===== src/verilog/acf_defs.svh =====
// Constants for the card-emulation anti-collision filter command block.
// Assumes inclusion by bare name from the design files.
`ifndef ACF_DEFS_SVH
`define ACF_DEFS_SVH
`define CMD_FILTER 8'h0D
`define CMD_LOOPBACK 8'h55
`define RES_OK 8'h00
`define RES_BAD_LEN 8'h82
`define LEN_ONE_CASCADE 8'h07
`define LEN_TWO_CASCADE 8'h0B
`define LEN_THREE_CASCADE 8'h0F
`define ST_IDLE 8'h00
`define ST_READY_A 8'h01
`define ST_READY_B 8'h02
`define ST_READY_C 8'h03
`define ST_ACTIVE 8'h04
`define ST_HALT 8'h80
`define ST_HALTED_READY_FIRST 8'h81
`define ST_HALTED_READY_B 8'h82
`define ST_HALTED_READY_C 8'h83
`define ST_HALTED_SELECTED 8'h84
`define HALT_BIT 7
`define SHORT_SENSE 8'h26
`define SHORT_WAKE 8'h52
`define SDD_LEVEL1 8'h93
`define SDD_LEVEL2 8'h95
`define SDD_LEVEL3 8'h97
`define SEL_NVB 8'h70
`endif


===== src/verilog/acf_pkg.sv =====
// Types for the anti-collision filter command block.
// Assumes acf_defs.svh is on the include path.
`default_nettype none
package acf_pkg;
	// Command parser states
	typedef enum logic [2:0] {P_IDLE, P_LEN, P_BODY, P_EXEC, P_REPLY} parse_e;
endpackage
`default_nettype wire


===== src/verilog/card_state_check.sv =====
// Checks whether a byte is one of the ten defined card state codes.
// Assumes pure combinational use by the command interpreter.
`include "acf_defs.svh"
`default_nettype none
module card_state_check
(
	// Byte under test
	input wire logic [7:0] code,
	// Result
	output logic legal
);
	logic [6:0] low;
	// Low part 0..4, with or without the halt bit
	always_comb
	begin
		low = code[6:0];
		legal = ({1'b0, low} <= `ST_ACTIVE);
	end
endmodule
`default_nettype wire


===== src/verilog/collision_filter.sv =====
// Command interpreter for the card-emulation anti-collision filter and loopback.
// Assumes host bytes arrive as one-cycle strobes with a frame-start mark, and
// reader frames arrive whole as a 16-bit head with a byte count.
`include "acf_defs.svh"
`default_nettype none
module collision_filter
	import acf_pkg::*;
(
	// Clock and reset
	input wire logic clk,
	input wire logic reset,
	// Host command bytes
	input wire logic cmd_valid,
	input wire logic cmd_first,
	input wire logic [7:0] cmd_byte,
	// Host reply bytes
	output logic rsp_valid,
	output logic [7:0] rsp_byte,
	// Listening mode
	input wire logic listen_start,
	output logic listening,
	// Reader frames
	input wire logic rx_valid,
	input wire logic rx_short,
	input wire logic [15:0] rx_head,
	input wire logic [4:0] rx_count,
	// Frame outputs
	output logic to_host,
	output logic local_answer,
	output logic [7:0] card_state,
	output logic filter_on
);
	// ************************************************************
	// Command parser
	// ************************************************************
	parse_e st_reg, st_next;
	logic [7:0] len_reg, len_next, cnt_reg, cnt_next;
	logic [7:0] arg_reg, arg_next;
	logic [7:0] r0_reg, r0_next, r1_reg, r1_next, r2_reg, r2_next;
	logic [2:0] nrsp_reg, nrsp_next, irsp_reg, irsp_next;
	logic [7:0] state_reg, state_next;
	logic filt_reg, filt_next, listen_reg, listen_next;
	logic out_v_reg, out_v_next;
	logic [7:0] out_b_reg, out_b_next;
	logic tohost_reg, tohost_next, local_reg, local_next;
	logic arg_legal, sdd, sel;

	card_state_check chk (.code(arg_reg), .legal(arg_legal));

	assign rsp_valid = out_v_reg;
	assign rsp_byte = out_b_reg;
	assign listening = listen_reg;
	assign to_host = tohost_reg;
	assign local_answer = local_reg;
	assign card_state = state_reg;
	assign filter_on = filt_reg;

	// Reader frame classification
	assign sdd = !rx_short && (rx_head[15:8] == `SDD_LEVEL1 || rx_head[15:8] == `SDD_LEVEL2
		|| rx_head[15:8] == `SDD_LEVEL3);
	assign sel = sdd && rx_head[7:0] == `SEL_NVB;

	// Next-state of parser, card state and frame routing
	always_comb
	begin
		st_next = st_reg;
		len_next = len_reg;
		cnt_next = cnt_reg;
		arg_next = arg_reg;
		r0_next = r0_reg;
		r1_next = r1_reg;
		r2_next = r2_reg;
		nrsp_next = nrsp_reg;
		irsp_next = irsp_reg;
		state_next = state_reg;
		filt_next = filt_reg;
		listen_next = listen_reg | listen_start;
		out_v_next = 1'b0;
		out_b_next = out_b_reg;
		tohost_next = 1'b0;
		local_next = 1'b0;
		unique case (st_reg)
			P_IDLE:
			begin
				if (cmd_valid && cmd_first)
				begin
					cnt_next = 8'h00;
					if (cmd_byte == `CMD_LOOPBACK)
					begin
						r0_next = `CMD_LOOPBACK;
						nrsp_next = 3'd1;
						irsp_next = 3'd0;
						// A listen request in the same cycle wins over the exit
						listen_next = listen_start;
						st_next = P_REPLY;
					end
					else if (cmd_byte == `CMD_FILTER)
						st_next = P_LEN;
				end
			end
			P_LEN:
			begin
				if (cmd_valid)
				begin
					len_next = cmd_byte;
					st_next = (cmd_byte == 8'h00) ? P_EXEC : P_BODY;
				end
			end
			P_BODY:
			begin
				if (cmd_valid)
				begin
					// Keep the first byte; later bytes are counted only
					if (cnt_reg == 8'h00)
						arg_next = cmd_byte;
					cnt_next = cnt_reg + 8'h01;
					if (cnt_reg + 8'h01 == len_reg)
						st_next = P_EXEC;
				end
			end
			P_EXEC:
			begin
				irsp_next = 3'd0;
				r0_next = `RES_OK;
				r1_next = 8'h00;
				nrsp_next = 3'd2;
				st_next = P_REPLY;
				if (len_reg == 8'h00)
				begin
					filt_next = 1'b0;
					r1_next = 8'h01;
					r2_next = state_reg;
					nrsp_next = 3'd3;
				end
				else if (len_reg == 8'h01)
				begin
					if (arg_legal)
						state_next = arg_reg;
					else
						r0_next = `RES_BAD_LEN;
				end
				else if (len_reg == 8'h02)
				begin
					r1_next = 8'h01;
					r2_next = state_reg;
					nrsp_next = 3'd3;
				end
				else if (len_reg == `LEN_ONE_CASCADE || len_reg == `LEN_TWO_CASCADE
					|| len_reg == `LEN_THREE_CASCADE)
				begin
					filt_next = 1'b1;
					state_next = `ST_IDLE;
				end
				else
					r0_next = `RES_BAD_LEN;
			end
			P_REPLY:
			begin
				out_v_next = 1'b1;
				out_b_next = (irsp_reg == 3'd0) ? r0_reg : (irsp_reg == 3'd1) ? r1_reg : r2_reg;
				irsp_next = irsp_reg + 3'd1;
				if (irsp_reg + 3'd1 == nrsp_reg)
					st_next = P_IDLE;
			end
		endcase
		// Reader frames: local answer or hand to host
		if (rx_valid)
		begin
			if (!filt_reg)
				tohost_next = 1'b1;
			else if (rx_short && (rx_head[7:0] == `SHORT_SENSE || rx_head[7:0] == `SHORT_WAKE))
			begin
				local_next = 1'b1;
				if (rx_head[7:0] == `SHORT_WAKE || !state_reg[`HALT_BIT])
					state_next = `ST_READY_A;
			end
			// A select past the last level is not ours; the host sees it
			else if (sel && rx_count == 5'd9 && state_reg[6:0] != 7'd0
				&& state_reg[6:0] < 7'(`ST_ACTIVE))
			begin
				local_next = 1'b1;
				state_next = {state_reg[7], 7'(state_reg[6:0] + 7'd1)};
			end
			else if (sdd && !sel && state_reg[6:0] != 7'd0)
				local_next = 1'b1;
			else
				tohost_next = 1'b1;
		end
	end

	// Register the whole group
	always_ff @(posedge clk)
	begin
		if (reset)
		begin
			st_reg <= P_IDLE;
			len_reg <= 8'h00;
			cnt_reg <= 8'h00;
			arg_reg <= 8'h00;
			r0_reg <= 8'h00;
			r1_reg <= 8'h00;
			r2_reg <= 8'h00;
			nrsp_reg <= 3'd0;
			irsp_reg <= 3'd0;
			state_reg <= `ST_IDLE;
			filt_reg <= 1'b0;
			listen_reg <= 1'b0;
			out_v_reg <= 1'b0;
			out_b_reg <= 8'h00;
			tohost_reg <= 1'b0;
			local_reg <= 1'b0;
		end
		else
		begin
			st_reg <= st_next;
			len_reg <= len_next;
			cnt_reg <= cnt_next;
			arg_reg <= arg_next;
			r0_reg <= r0_next;
			r1_reg <= r1_next;
			r2_reg <= r2_next;
			nrsp_reg <= nrsp_next;
			irsp_reg <= irsp_next;
			state_reg <= state_next;
			filt_reg <= filt_next;
			listen_reg <= listen_next;
			out_v_reg <= out_v_next;
			out_b_reg <= out_b_next;
			tohost_reg <= tohost_next;
			local_reg <= local_next;
		end
	end

	// ************************************************************
	// Checks
	// ************************************************************
	loopback_echo_a: assert property (@(posedge clk) disable iff (reset)
		st_reg == P_IDLE && cmd_valid && cmd_first && cmd_byte == `CMD_LOOPBACK
		|-> ##2 rsp_valid && rsp_byte == `CMD_LOOPBACK ##1 !rsp_valid)
		else $error("loopback reply wrong");
	loopback_unlisten_a: assert property (@(posedge clk) disable iff (reset)
		st_reg == P_IDLE && cmd_valid && cmd_first && cmd_byte == `CMD_LOOPBACK && !listen_start
		|=> !listening)
		else $error("listening not ended");
	filter_off_host_a: assert property (@(posedge clk) disable iff (reset)
		rx_valid && !filter_on |=> to_host && !local_answer)
		else $error("frame not passed to host");
	short_local_a: assert property (@(posedge clk) disable iff (reset)
		rx_valid && filter_on && rx_short && rx_head[7:0] == `SHORT_WAKE
		|=> local_answer && !to_host && card_state == `ST_READY_A)
		else $error("wake request not handled");
	deact_reply_a: assert property (@(posedge clk) disable iff (reset)
		st_reg == P_EXEC && len_reg == 8'h00
		|=> !filter_on ##1 rsp_byte == `RES_OK ##1 rsp_byte == 8'h01)
		else $error("deactivate reply wrong");
	bad_len_a: assert property (@(posedge clk) disable iff (reset)
		st_reg == P_EXEC && len_reg > 8'h02 && len_reg != `LEN_ONE_CASCADE
		&& len_reg != `LEN_TWO_CASCADE && len_reg != `LEN_THREE_CASCADE
		|=> ##1 rsp_byte == `RES_BAD_LEN ##1 rsp_byte == 8'h00 ##1 !rsp_valid)
		else $error("bad length not refused");
	activate_a: assert property (@(posedge clk) disable iff (reset)
		st_reg == P_EXEC && len_reg == `LEN_TWO_CASCADE
		|=> filter_on ##1 rsp_byte == `RES_OK ##1 rsp_byte == 8'h00)
		else $error("activation wrong");
	state_keep_a: assert property (@(posedge clk) disable iff (reset)
		st_reg == P_EXEC && len_reg == 8'h01 && !arg_legal && !rx_valid
		|=> $stable(card_state))
		else $error("illegal state accepted");
endmodule
`default_nettype wire


===== config.mk =====
export PLATFORM = sky130hd
export DESIGN_NAME = collision_filter
export DESIGN_NICKNAME = d
export VERILOG_FILES = /design/src/verilog/acf_pkg.sv /design/src/verilog/card_state_check.sv /design/src/verilog/collision_filter.sv
export VERILOG_INCLUDE_DIRS = /design/src /design/src/verilog
export SDC_FILE = /design/constraint.sdc
export NUM_CORES = 1
export LEC_CHECK = 0
export BUFFER_PORTS_ARGS = -buffer_cell sky130_fd_sc_hd__buf_4
export CORE_ASPECT_RATIO = 0.9
export CORE_UTILIZATION = 35
export DETAILED_ROUTE_END_ITERATION = 7
export GPL_ROUTABILITY_DRIVEN = 0
export PLACE_DENSITY = 0.65
export SETUP_SLACK_MARGIN = 0.3
export SLEW_MARGIN = 30
export SYNTH_ARGS = -nofsm -noshare
export SYNTH_HDL_FRONTEND = slang
export SYNTH_SLANG_ARGS = --single-unit

===== constraint.sdc =====
create_clock -name clk -period 3.8 [get_ports clk]
set_input_delay 0.38 -clock clk [delete_from_list [all_inputs] [get_ports clk]]
set_output_delay 0.38 -clock clk [all_outputs]
set_load 0.02 [all_outputs]

# --- After elaboration in Yosys (flattened, before gate mapping) ---
# Index checks and enable logic that the tools add are counted.
op_classes:
  addsub: 3
  mul: 0
  div: 0
  order_cmp: 2
  n_eq_ne: 31
  shifts: 0
  muxes: 63
  bitwise: 3
  reduce_logical: 39
op_table:
  columns: ["cell", "n"]
  rows:
  - ["2-to-1 mux 8 bit", 25]
  - ["2-to-1 mux 3 bit", 11]
  - ["one-hot mux 8 bit (2 select lines)", 2]
  - ["equality test 8 x 4 -> 1 bit (second input constant)", 3]
  - ["equality test 8 x 7 -> 1 bit (second input constant)", 3]
  - ["equality test 8 bit (second input constant)", 3]
  - ["zero test 8 bit", 3]
  - ["2-to-1 mux 1 bit", 22]
  - ["!= test 2 bit (second input constant)", 8]
  - ["one-hot mux 3 bit (5 select lines)", 1]
  - ["AND reduction 3 bit", 5]
  - ["logical AND 1 bit", 9]
  - ["one-hot mux 3 bit (3 select lines)", 1]
  - ["adder 8 x 1 -> 8 bit (second input constant)", 1]
  - ["equality test 8 x 1 -> 1 bit (second input constant)", 1]
  - ["equality test 8 x 2 -> 1 bit (second input constant)", 1]
  - ["equality test 8 x 3 -> 1 bit (second input constant)", 1]
  - ["equality test 8 x 6 -> 1 bit (second input constant)", 1]
  - ["equality test 8 bit", 1]
  - ["nonzero test 2 bit", 4]
  - ["adder 7 x 1 -> 7 bit (second input constant)", 1]
  - ["<= comparator 7 x 3 -> 1 bit (second input constant)", 1]
  - ["less-than comparator 7 x 3 -> 1 bit (second input constant)", 1]
  - ["nonzero test 7 bit", 1]
  - ["20 further kinds", 31]
word_totals:
  reg_bits: 78
  latch_bits: 0
  ram_bits: 0
  romBits: 0
  in_bits: 36
  output_inout_bits: 21
  elab_cells: 158
  mem_count: 0

# --- Depth between registers and ports, before layout ---
# Gate-level depths: netlist (run 1).
logic_depth:
  ltp_word: 12
  mapped_depth: 8

# --- By module ---
# Synthesis (run 1) repeated with hierarchy kept, for this count alone.
hier_totals:
  hier_cells: 391
  area_unflattened_um2: 3228.1
modules_own_cells:
  columns: ["module", "n_inst", "cells_per_inst", "area_each_um2", "seq_area_each_um2"]
  rows:
  - ["collision_filter", 1, 388, 3210.6, 1281.2]
  - ["card_state_check", 1, 3, 17.5, 0.0]

# --- Worst setup path before layout (run 1) ---
# No wires, ideal clock.
synth_path:
  path_type: "register to register"
  start: "register cnt_reg[0]"
  end: "register st_reg[0]"
  setup_ns: 0.070
  arrival_time_ns: 1.878
  required_time_ns: 3.730
  path_slack_ns: 1.852
  stages_incl_launch_ff: 8
  synth_period_minus_slack_ns: 1.948
  cell_sequence: "dfxtp_1 -> ha_1 -> and3_1 -> and3_1 -> xnor2_1 -> o211ai_1 -> or4_1 -> a21oi_1"
synth_via:
  elab_chain_cells: 4
synth_rtl:
  columns: ["element", "line", "rtl"]
  rows:
  - ["start: declaration", "collision_filter.sv:37", "logic [7:0] len_reg, len_next, cnt_reg, cnt_next;"]
  - ["start signal: assignment", "collision_filter.sv:217", "cnt_reg <= cnt_next;"]
  - ["adder 8 x 1 -> 8 bit", "collision_filter.sv:117", "if (cnt_reg + 8'h01 == len_reg)"]
  - ["equality test 8 bit", "collision_filter.sv:117", null]
  - ["!= test 2 bit (no source line)", null, null]
  - ["AND reduction 6 bit (no source line)", null, null]
  - ["end signal: assignment", "collision_filter.sv:215", "st_reg <= st_next;"]
  - ["end: declaration", "collision_filter.sv:36", "parse_e st_reg, st_next;"]
# Every way passes these cells.
# A chain may end at the register's enable or synchronous reset.

# --- Worst setup path after layout (run 1) ---
# Same ends and word-level chain as after synthesis.

==> metrics.csv, run 1 <==
metric,value,unit
status,completed,
ant_nets,0,
syn_area,3210,um2
synth_cell_type_count,54,
skew,0.00790,ns
cts_max_path_buffers,2,
ys_seq_area_share,39.9,%
synth_seq_cells,64,
peakVddDrop,0.166,mV
power.total,1.26,mW
ys_top_cells_by_area,"dfxtp_1 40%, mux2i_1 7.5%, nor2_1 7.3%, a21oi_1 4.8%, ha_1 2.7%",
synth_top_family_by_area,simple AND/OR/NAND/NOR gates,
dr.pass1.iters,4,
ioPinCount,57,
io_buffers,56,
grt_max_degree,56,
avgSynthCellArea,8.60,um2
synthXorXnorAreaFrac,3.82,%
clkLatencyLatePin,0.34,ns
fin_nets,469,
drv_cap,0,
muxShareOfSynthArea,7.96,%
post-route-period-util,58.0,%
end_kind,flip-flop,
cp_max_fo,7,
synthSimpleGateAreaFrac,26.9,%
synth_top_area_share,39.9,%
setup_viol,0,
placementRows,32,
routed_via_density,5.18,
hold_ws,0.239,ns
crit_type,reg2reg,
areaGrowthSynthToFinish,21.5,%
cts_tree,built,
post-cts-setup-buffers,0,
synth_edf_count,0,
start_kind,flip-flop,
fin_area,3900,um2
drv_slew,0,
overflow,0,
synth_compound_area_share,15.5,%
clk_pin_slew,0.08,ns
worst_pin_slew,0.690,ns
slew-limit-headroom,53.9,%
cts_htree_levels,3,
power.leakage,1.63,nW
post-synth-top-area-cell,dfxtp_1,
ys.flop_type,dfxtp_1,
cts-resized-gates,0,
async_flop_share,0,%
die_area,9550,um2
dpl.hpwl,5670,um
grt.total_usage,17.4,%
fin_crit,2.21,ns
synthCells,373,
fmax,453,MHz
arrival,2.47,ns
die_x,103,um
hold_buffers,0,
drive_gt1_share,20.2,%
wirelength,7630,um
drc_errors,0,
num_vias,2845,
grt_pass1_vias,2702,
route.detailed.wl_per_inst,13.9,um
cts-buffers-inserted,9,
hold_class,in2reg,
root_buffer,clkbuf_8,
antenna_cells,0,
place_area,3720,um2
grt_pass1_wl,13000,um
synth_fa_ha_area_share,2.73,%
clock_sinks,64,
hold_viol,0,
syn-num-nets,416,
yosys_warnings,0,
floorplan.initialDensity,36.8,%
antenna_found_initial,0,
required,4.07,ns
first_iter_violations,156,
tns,0,ns
rsz0062_at_grt,no,
die_height,92.8,um
powerDensity,323,nW/um2
core_area,8730,um2
layout make-up:
| class | count | area, um2 |
|---|---|---|
| Clock buffer | 10 | 138 |
| Clock inverter | 5 | 33.8 |
| Fill cell | 900 | 4830 |
| Inverter | 11 | 41.3 |
| Multi-Input combinational cell | 283 | 1830 |
| Sequential cell | 64 | 1280 |
| Tap cell | 119 | 149 |
| Timing Repair Buffer | 57 | 428 |
worst paths after layout:
check,from,endpoint,slack [ns],cells after the start
setup / recovery,cnt_reg[0],st_reg[0],1.59,7
hold / removal,listen_start,listening,0.24,3
setup reg to reg,cnt_reg[0],st_reg[0],1.59,7
hold reg to reg,r1_reg[0],r1_reg[0],0.47,2
metrics by stage:
| step | setup WS [ns] | util (%) | std cells |
|---|---|---|---|
| after global routing | 1.44 | 44.6 | 549 |
| after floorplan | 1.85 | - | 373 |
| after global placement | 1.68 | 42.7 | 534 |
| final | 1.59 | 44.6 | 549 |
| after CTS | 1.62 | 44.6 | 549 |
| after detailed placement | 1.64 | 42.7 | 534 |
report_power, final:
group / internal (mW) / leakage, nW / total [mW] / switching, mW
logic: 0.0327 / 1.03 / 0.0668 / 0.0341
clock network: 0.249 / 0.0841 / 0.519 / 0.270
registers: 0.672 / 0.516 / 0.672 / 0.000571
total: 0.954 / 1.63 / 1.26 / 0.304
logic make-up (layout without fill, tap and decap cells):
group	after synthesis	after routing
and+or+nand+nor	156	156
AOI/OAI and AO/OA	81	81
DFF	64	64
buffers and inverters	26	83
muxes	25	25
xor gates and xnor gates	14	14
adders and majority gates	7	7
per-layer routing:
metal / vias up / global-route usage (%) / routed length, um
met2: 62 / 25.8 / 3370
met4: 0 / 5.40 / 122
met5: - / 0 / 0
met3: 12 / 4.83 / 319
met1: 1337 / 24.1 / 3830
li1: 1434 / - / -
worst max-delay path, stage by stage, from the launching register on:
cell      delay (ns)
dfxtp_1         0.42
ha_1            0.32
and3_1          0.25
and3_1          0.23
xnor2_1         0.13
o211ai_1        0.09
or4_1           0.53
a21oi_1         0.16
cells in the final DEF (no fill, tap or decap), drive strengths merged, types with 3 or more instances in the layout:
master	Yosys	routed
a21o	5	5
clkinv	0	3
nor4b	4	4
a22oi	4	4
o22ai	3	3
o211ai	3	3
a21oi	31	31
mux2i	24	24
dfxtp	64	64
buf	5	57
inv	11	11
and2	6	6
and3	10	10
nand3	11	11
nand3b	8	8
nor2	63	63
nand2b	3	3
ha	7	7
o21ai	16	16
a31oi	4	4
a211oi	7	7
clkbuf	10	10
nand2	18	18
or4	3	3
nor3	11	11
xor2	4	4
xnor2	10	10
cells in the mapped netlist (2+ instances only):
| library cell | instances |
|---|---|
| a211oi_1 | 7 |
| a21o_1 | 5 |
| a21oi_1 | 31 |
| a22o_1 | 2 |
| a22oi_1 | 4 |
| a31oi_1 | 4 |
| and2_1 | 6 |
| and3_1 | 10 |
| and3b_1 | 2 |
| and4_1 | 2 |
| buf_1 | 2 |
| buf_2 | 3 |
| clkbuf_1 | 10 |
| dfxtp_1 | 64 |
| ha_1 | 7 |
| inv_1 | 11 |
| mux2i_1 | 24 |
| nand2_1 | 18 |
| nand2b_1 | 3 |
| nand3_1 | 10 |
| nand3b_1 | 8 |
| nor2_1 | 62 |
| nor3_1 | 10 |
| nor3b_1 | 2 |
| nor4_1 | 2 |
| nor4b_2 | 2 |
| nor4bb_1 | 2 |
| o211ai_1 | 3 |
| o21ai_0 | 15 |
| o22ai_1 | 3 |
| or2_2 | 2 |
| or3_1 | 2 |
| or4_4 | 2 |
| xnor2_1 | 10 |
| xor2_1 | 4 |
(Power assumes the default switching activity.)
==> run 2, diff against run 1 <==
ABC_AREA = 1   (was unset)
PLACE_DENSITY = 0.67   (was 0.65)
clock period = 1.9 ns   (was 3.8 ns; I/O delays follow)
==> run 2 against run 1 <==
Design area grew 11%; worst hold slack worse by 0.14 ns; fmax increased by 37%; routed wire length increased by 11%; synthesized cell count rose by 29%; sequential share of layout area down 2.9 points; core utilization grew 2.8 points; highest routed layer unchanged.
==> metrics.csv, run 2 <==
metric,value,unit
ant_nets,0,
power.total,2.93,mW
power_frac_comb,8.6,%
synth_cell_type_count,34,
cts_htree_levels,3,
synth_compound_area_share,17.5,%
place_area,3860,um2
cts-buffers-inserted,9,
post-synth-top-area-cell,dfxtp_1,
hold_viol,0,
placementRows,33,
wirelength,8450,um
fin_nets,595,
synthSimpleGateAreaFrac,30.2,%
yosysMostFrequentCell,nand2_1,
grt_pass1_vias,3192,
synth_fa_ha_area_share,2.64,%
avgSynthCellArea,6.87,um2
core_area,9170,um2
routed_via_density,4.95,
die_x,105,um
syn_area,3310,um2
synthXorXnorAreaFrac,1.32,%
cts_max_path_buffers,2,
clk_pin_slew,0.07,ns
num_vias,3361,
arrival,1.85,ns
rsz0062_at_grt,yes,
muxShareOfSynthArea,0,%
final_common_cell,nand2_1,
clock_sinks,64,
antenna_found_initial,0,
die_height,94.3,um
synthTopCellsByCount,"93 x nand2_1, 65 x inv_1, 64 x dfxtp_1",
fin_area,4340,um2
power_frac_seq,46.6,%
dr.pass1.iters,5,
io_buffers,56,
antenna_cells,0,
tns,0,ns
ys.flop_type,dfxtp_1,
drive_gt1_share,25.7,%
powerDensity,674,nW/um2
root_buffer,clkbuf_8,
synth_edf_count,0,
hold_ws,0.0970,ns
grt_max_degree,23,
areaGrowthSynthToFinish,31.2,%
setup_viol,0,
first_iter_violations,203,
drv_slew,0,
synth_top_area_share,38.7,%
power_frac_clock,44.8,%
switchingPower,0.728,mW
hold_buffers,0,
synth_seq_cells,64,
yosys_warnings,0,
worst_pin_slew,0.445,ns
floorplan.initialDensity,36.1,%
power.leakage,1.90,nW
clkLatencyLatePin,0.35,ns
syn-num-nets,525,
status,completed,
p_int,2.20,mW
ys_seq_area_share,38.7,%
synthCells,482,
async_flop_share,0,%
ys_top_cells_by_area,"dfxtp_1 39%, nand2_1 11%, a21oi_1 8.5%, inv_1 7.4%, nand3_1 6.3%",
synth_top_family_by_area,simple AND/OR/NAND/NOR gates,
skew,0.00811,ns
grt_pass1_wl,14200,um
required,2.14,ns
grt.total_usage,17.9,%
overflow,0,
drc_errors,0,
slew-limit-headroom,70.2,%
fmax,622,MHz
post-route-period-util,84.7,%
route.detailed.wl_per_inst,12.4,um
crit_type,reg2reg,
ioPinCount,57,
end_kind,flip-flop,
die_area,9860,um2
drv_cap,0,
fin_crit,1.61,ns
cts_tree,built,
dpl.hpwl,6060,um
final_cell_mix,"92 x nand2_1, 68 x buf_4, 64 x inv_1, 55 x a21oi_1, 54 x dfxtp_1",
peakVddDrop,0.321,mV
start_kind,flip-flop,
cp_max_fo,5,
hold_class,in2reg,
switching_share,24.9,%
-- run 2: final cells by class --
type | count | area [um2]
Clock buffer | 9 | 124
Clock inverter | 7 | 96.3
Fill cell | 908 | 4820
Inverter | 68 | 258
Multi-Input combinational cell | 340 | 1890
Sequential cell | 64 | 1300
Tap cell | 122 | 153
Timing Repair Buffer | 69 | 522
-- run 2: what timing repair did --
item | 4_1_cts | 5_1_grt
pin swaps | 5 | 18
gates resized for setup | 19 | 38
endpoints found under the hold margin | 0 | 0
endpoints found under the setup margin | 14 | 34
buffers inserted | 1 | 6
cloned | 1 | 0
-- run 2: logic make-up (layout without fill, tap and decap cells) --
family	count (synthesis)	count (layout)
buf+inv	79	153
compound gates	108	108
simple gates	219	220
flops	64	64
fa+ha+maj	7	7
xor+xnor	5	5
-- run 2: per-stage QoR --
step                      cells  worst slack (ns)  util (%)
after floorplan             482             0.342         -
after global placement      655             0.203      42.2
after detailed placement    655             0.205      42.2
after CTS                   673             0.278      45.5
after global routing        679             0.179      47.4
final                       679             0.291      47.4
-- run 2: critical path, cell delays in order, from the launching register on --
cell	delay, ns
dfxtp_4	0.38
inv_1	0.09
ha_1	0.31
xnor2_1	0.13
o21ai_1	0.10
nor2_2	0.13
nand3_2	0.10
nand2_4	0.09
nand3_1	0.07
nand2_1	0.06
nor2_1	0.03
-- run 2: path summary, 6_finish.rpt --
| path | end | start | slack [ns] | cells after the start |
|---|---|---|---|---|
| worst max-delay path | st_reg[2] | cnt_reg[0] | 0.29 | 10 |
| worst min-delay path | listening | listen_start | 0.1 | 3 |
| worst max register to register | st_reg[2] | cnt_reg[0] | 0.29 | 10 |
| worst min register to register | r1_reg[0] | r1_reg[0] | 0.47 | 2 |
-- run 2: per-layer routing --
metal	up-vias	GRT usage [%]	wire length [um]	part of all wire (%)
li1	1721	-	-	-
met1	1524	21.5	3820	45
met2	102	30.7	4040	48
met3	14	3.40	432	5.1
met4	0	8.69	161	1.9
met5	-	0	0	0
-- run 2: power by group through the flow --
stage          Sequential (mW)  Clock (mW)  Combinational (mW)
2_1_floorplan             1.41           0               0.119
3_3_place_gp              1.40           0               0.232
3_5_place_dp              1.40           0               0.236
4_1_cts                   1.37        1.34               0.241
5_1_grt                   1.37        1.39               0.280
6_report                  1.36        1.31               0.252
==> run 3, diff against run 2 <==
PLACE_DENSITY = 0.65   (was 0.67)
clock period = 1.6 ns   (was 1.9 ns; I/O delays follow)
==> run 3 against run 2 <==
Worst hold slack better by 0.0030 ns; design area is 7.9% higher; flip-flop and latch count stayed put; critical path depth is 2 higher; via count is 1.7% higher; die area stayed put; worst setup slack worse by 0.28 ns; fmax is 1.5% higher; clock-buffer cell count is 2 higher; largest cell class unchanged.
==> metrics.csv, run 3 (synthesis results as in run 2) <==
metric,value,unit
post-route-period-util,99.1,%
met1_usage,24.3,%
crit_chain,ha_4 -> nand2_4 -> o21bai_1 -> nand2_1 -> nand2_1 -> nand2_1 -> nor2_2 -> nand3_2 -> nand2_4 -> nand3_2 -> nand2_1 -> nor2_1,
routed_via_density,4.90,
cts-buffers-inserted,9,
rsz0062_at_grt,yes,
start_kind,flip-flop,
power.leakage,2.00,nW
power_frac_comb,11.3,%
grt-busiest-layer,met2,
grt_max_degree,24,
dp.cells,664,
first_iter_violations,143,
cts_max_path_buffers,2,
drive_gt1_share,37.3,%
required,1.82,ns
arrival,1.81,ns
dp_slack,-0.0150,ns
areaGrowthSynthToFinish,41.6,%
crit_type,reg2reg,
clock_sinks,64,
dpl.hpwl,6240,um
grt_use_met3,4.51,%
setup_viol,0,
grt.total_usage,18.6,%
clk_pin_slew,0.07,ns
slew-limit-headroom,76.8,%
drc_errors,0,
skew,0.0107,ns
fmax,631,MHz
antenna_found_initial,0,
max_stage_delay,0.38,ns
end_kind,flip-flop,
num_vias,3419,
die_height,94.3,um
clkLatencyLatePin,0.33,ns
peakVddDrop,0.334,mV
drv_cap,0,
finalNonFillerCells,698,
dr.pass1.iters,5,
crit_top_cell,nand2_1,
fin_nets,614,
route.detailed.wl_per_inst,12.8,um
root_buffer,clkbuf_8,
placementRows,33,
wirelength,8920,um
floorplan.initialDensity,36.1,%
grt_pass1_vias,3326,
cts_tree,built,
power.total,3.20,mW
io_buffers,56,
antenna_cells,0,
overflow,0,
cp_max_fo,5,
p_int,2.36,mW
grt_pass1_wl,14900,um
die_x,105,um
status,completed,
powerDensity,683,nW/um2
final_common_cell,nand2_1,
hold_class,in2reg,
switching_share,26.3,%
die_area,9860,um2
final_cell_mix,"86 x nand2_1, 79 x buf_4, 51 x inv_1, 49 x dfxtp_1, 42 x a21oi_1",
core_area,9170,um2
power_frac_seq,50.4,%
power_frac_clock,38.4,%
worst_pin_slew,0.347,ns
hold_viol,0,
drv_slew,0,
use_met2,30.5,%
ant_nets,0,
fin_crit,1.59,ns
switchingPower,0.843,mW
ioPinCount,57,
cts_htree_levels,3,
cp_slowest_cell,dfxtp_4,
worst_slack,0.0147,ns
run 3: per-stage QoR:
| step | hold WS (ns) | setup TNS, ns | cell area (um2) | utilization [%] |
|---|---|---|---|---|
| floorplan | 0.294 | 0 | 3410 | - |
| global placement | 0.430 | -0.0959 | 4050 | 44.1 |
| detailed placement | 0.443 | -0.0490 | 4050 | 44.1 |
| CTS | 0.0855 | 0 | 4530 | 49.4 |
| global route | 0.102 | -0.532 | 4690 | 51.2 |
| finish | 0.100 | 0 | 4690 | 51.2 |
run 3: final timing paths:
| check | startpoint | end | slack, ns | depth (start not counted) |
|---|---|---|---|---|
| setup / recovery | cnt_reg[0] | st_reg[2] | 0.01 | 12 |
| hold / removal | rx_valid | local_answer | 0.1 | 3 |
| setup reg to reg | cnt_reg[0] | st_reg[2] | 0.01 | 12 |
| hold reg to reg | card_state[6] | card_state[6] | 0.46 | 2 |
run 3: worst max-delay path: cells and delay by family (launching register included):
kind | cells | cell delay [ns]
simple gates | 10 | 0.70
flops | 1 | 0.38
compound gates | 1 | 0.24
fa+ha+maj | 1 | 0.15
run 3: cell type report:
cell class	count	area, um2
clock inverters	5	31.3
inverters	68	258
repair buffers	88	719
fillers	901	4480
multi-input cells	340	2060
clock buffers	11	141
flip-flops and latches	64	1320
well taps	122	153
run 3: layer usage:
layer / vias up / wire, um
li1: 1770 / -
met1: 1565 / 4170
met2: 76 / 4310
met3: 8 / 359
met4: 0 / 90
met5: - / 0
run 3: what timing repair did:
item | CTS | global route
pin swaps | 13 | 10
resized for setup | 55 | 44
gates cloned | 2 | 0
buffers inserted | 12 | 4
endpoints found under the hold margin | 0 | 0
hold buffers | 0 | 0
endpoints found under the setup margin | 40 | 62
run 3: power by group through the flow:
stage	clock [mW]	combinational [mW]	sequential (mW)
after detailed placement	0	0.297	1.66
final	1.23	0.362	1.61
after global placement	0	0.293	1.66
after floorplan	0	0.145	1.67
after CTS	1.26	0.342	1.62
after global routing	1.34	0.397	1.61
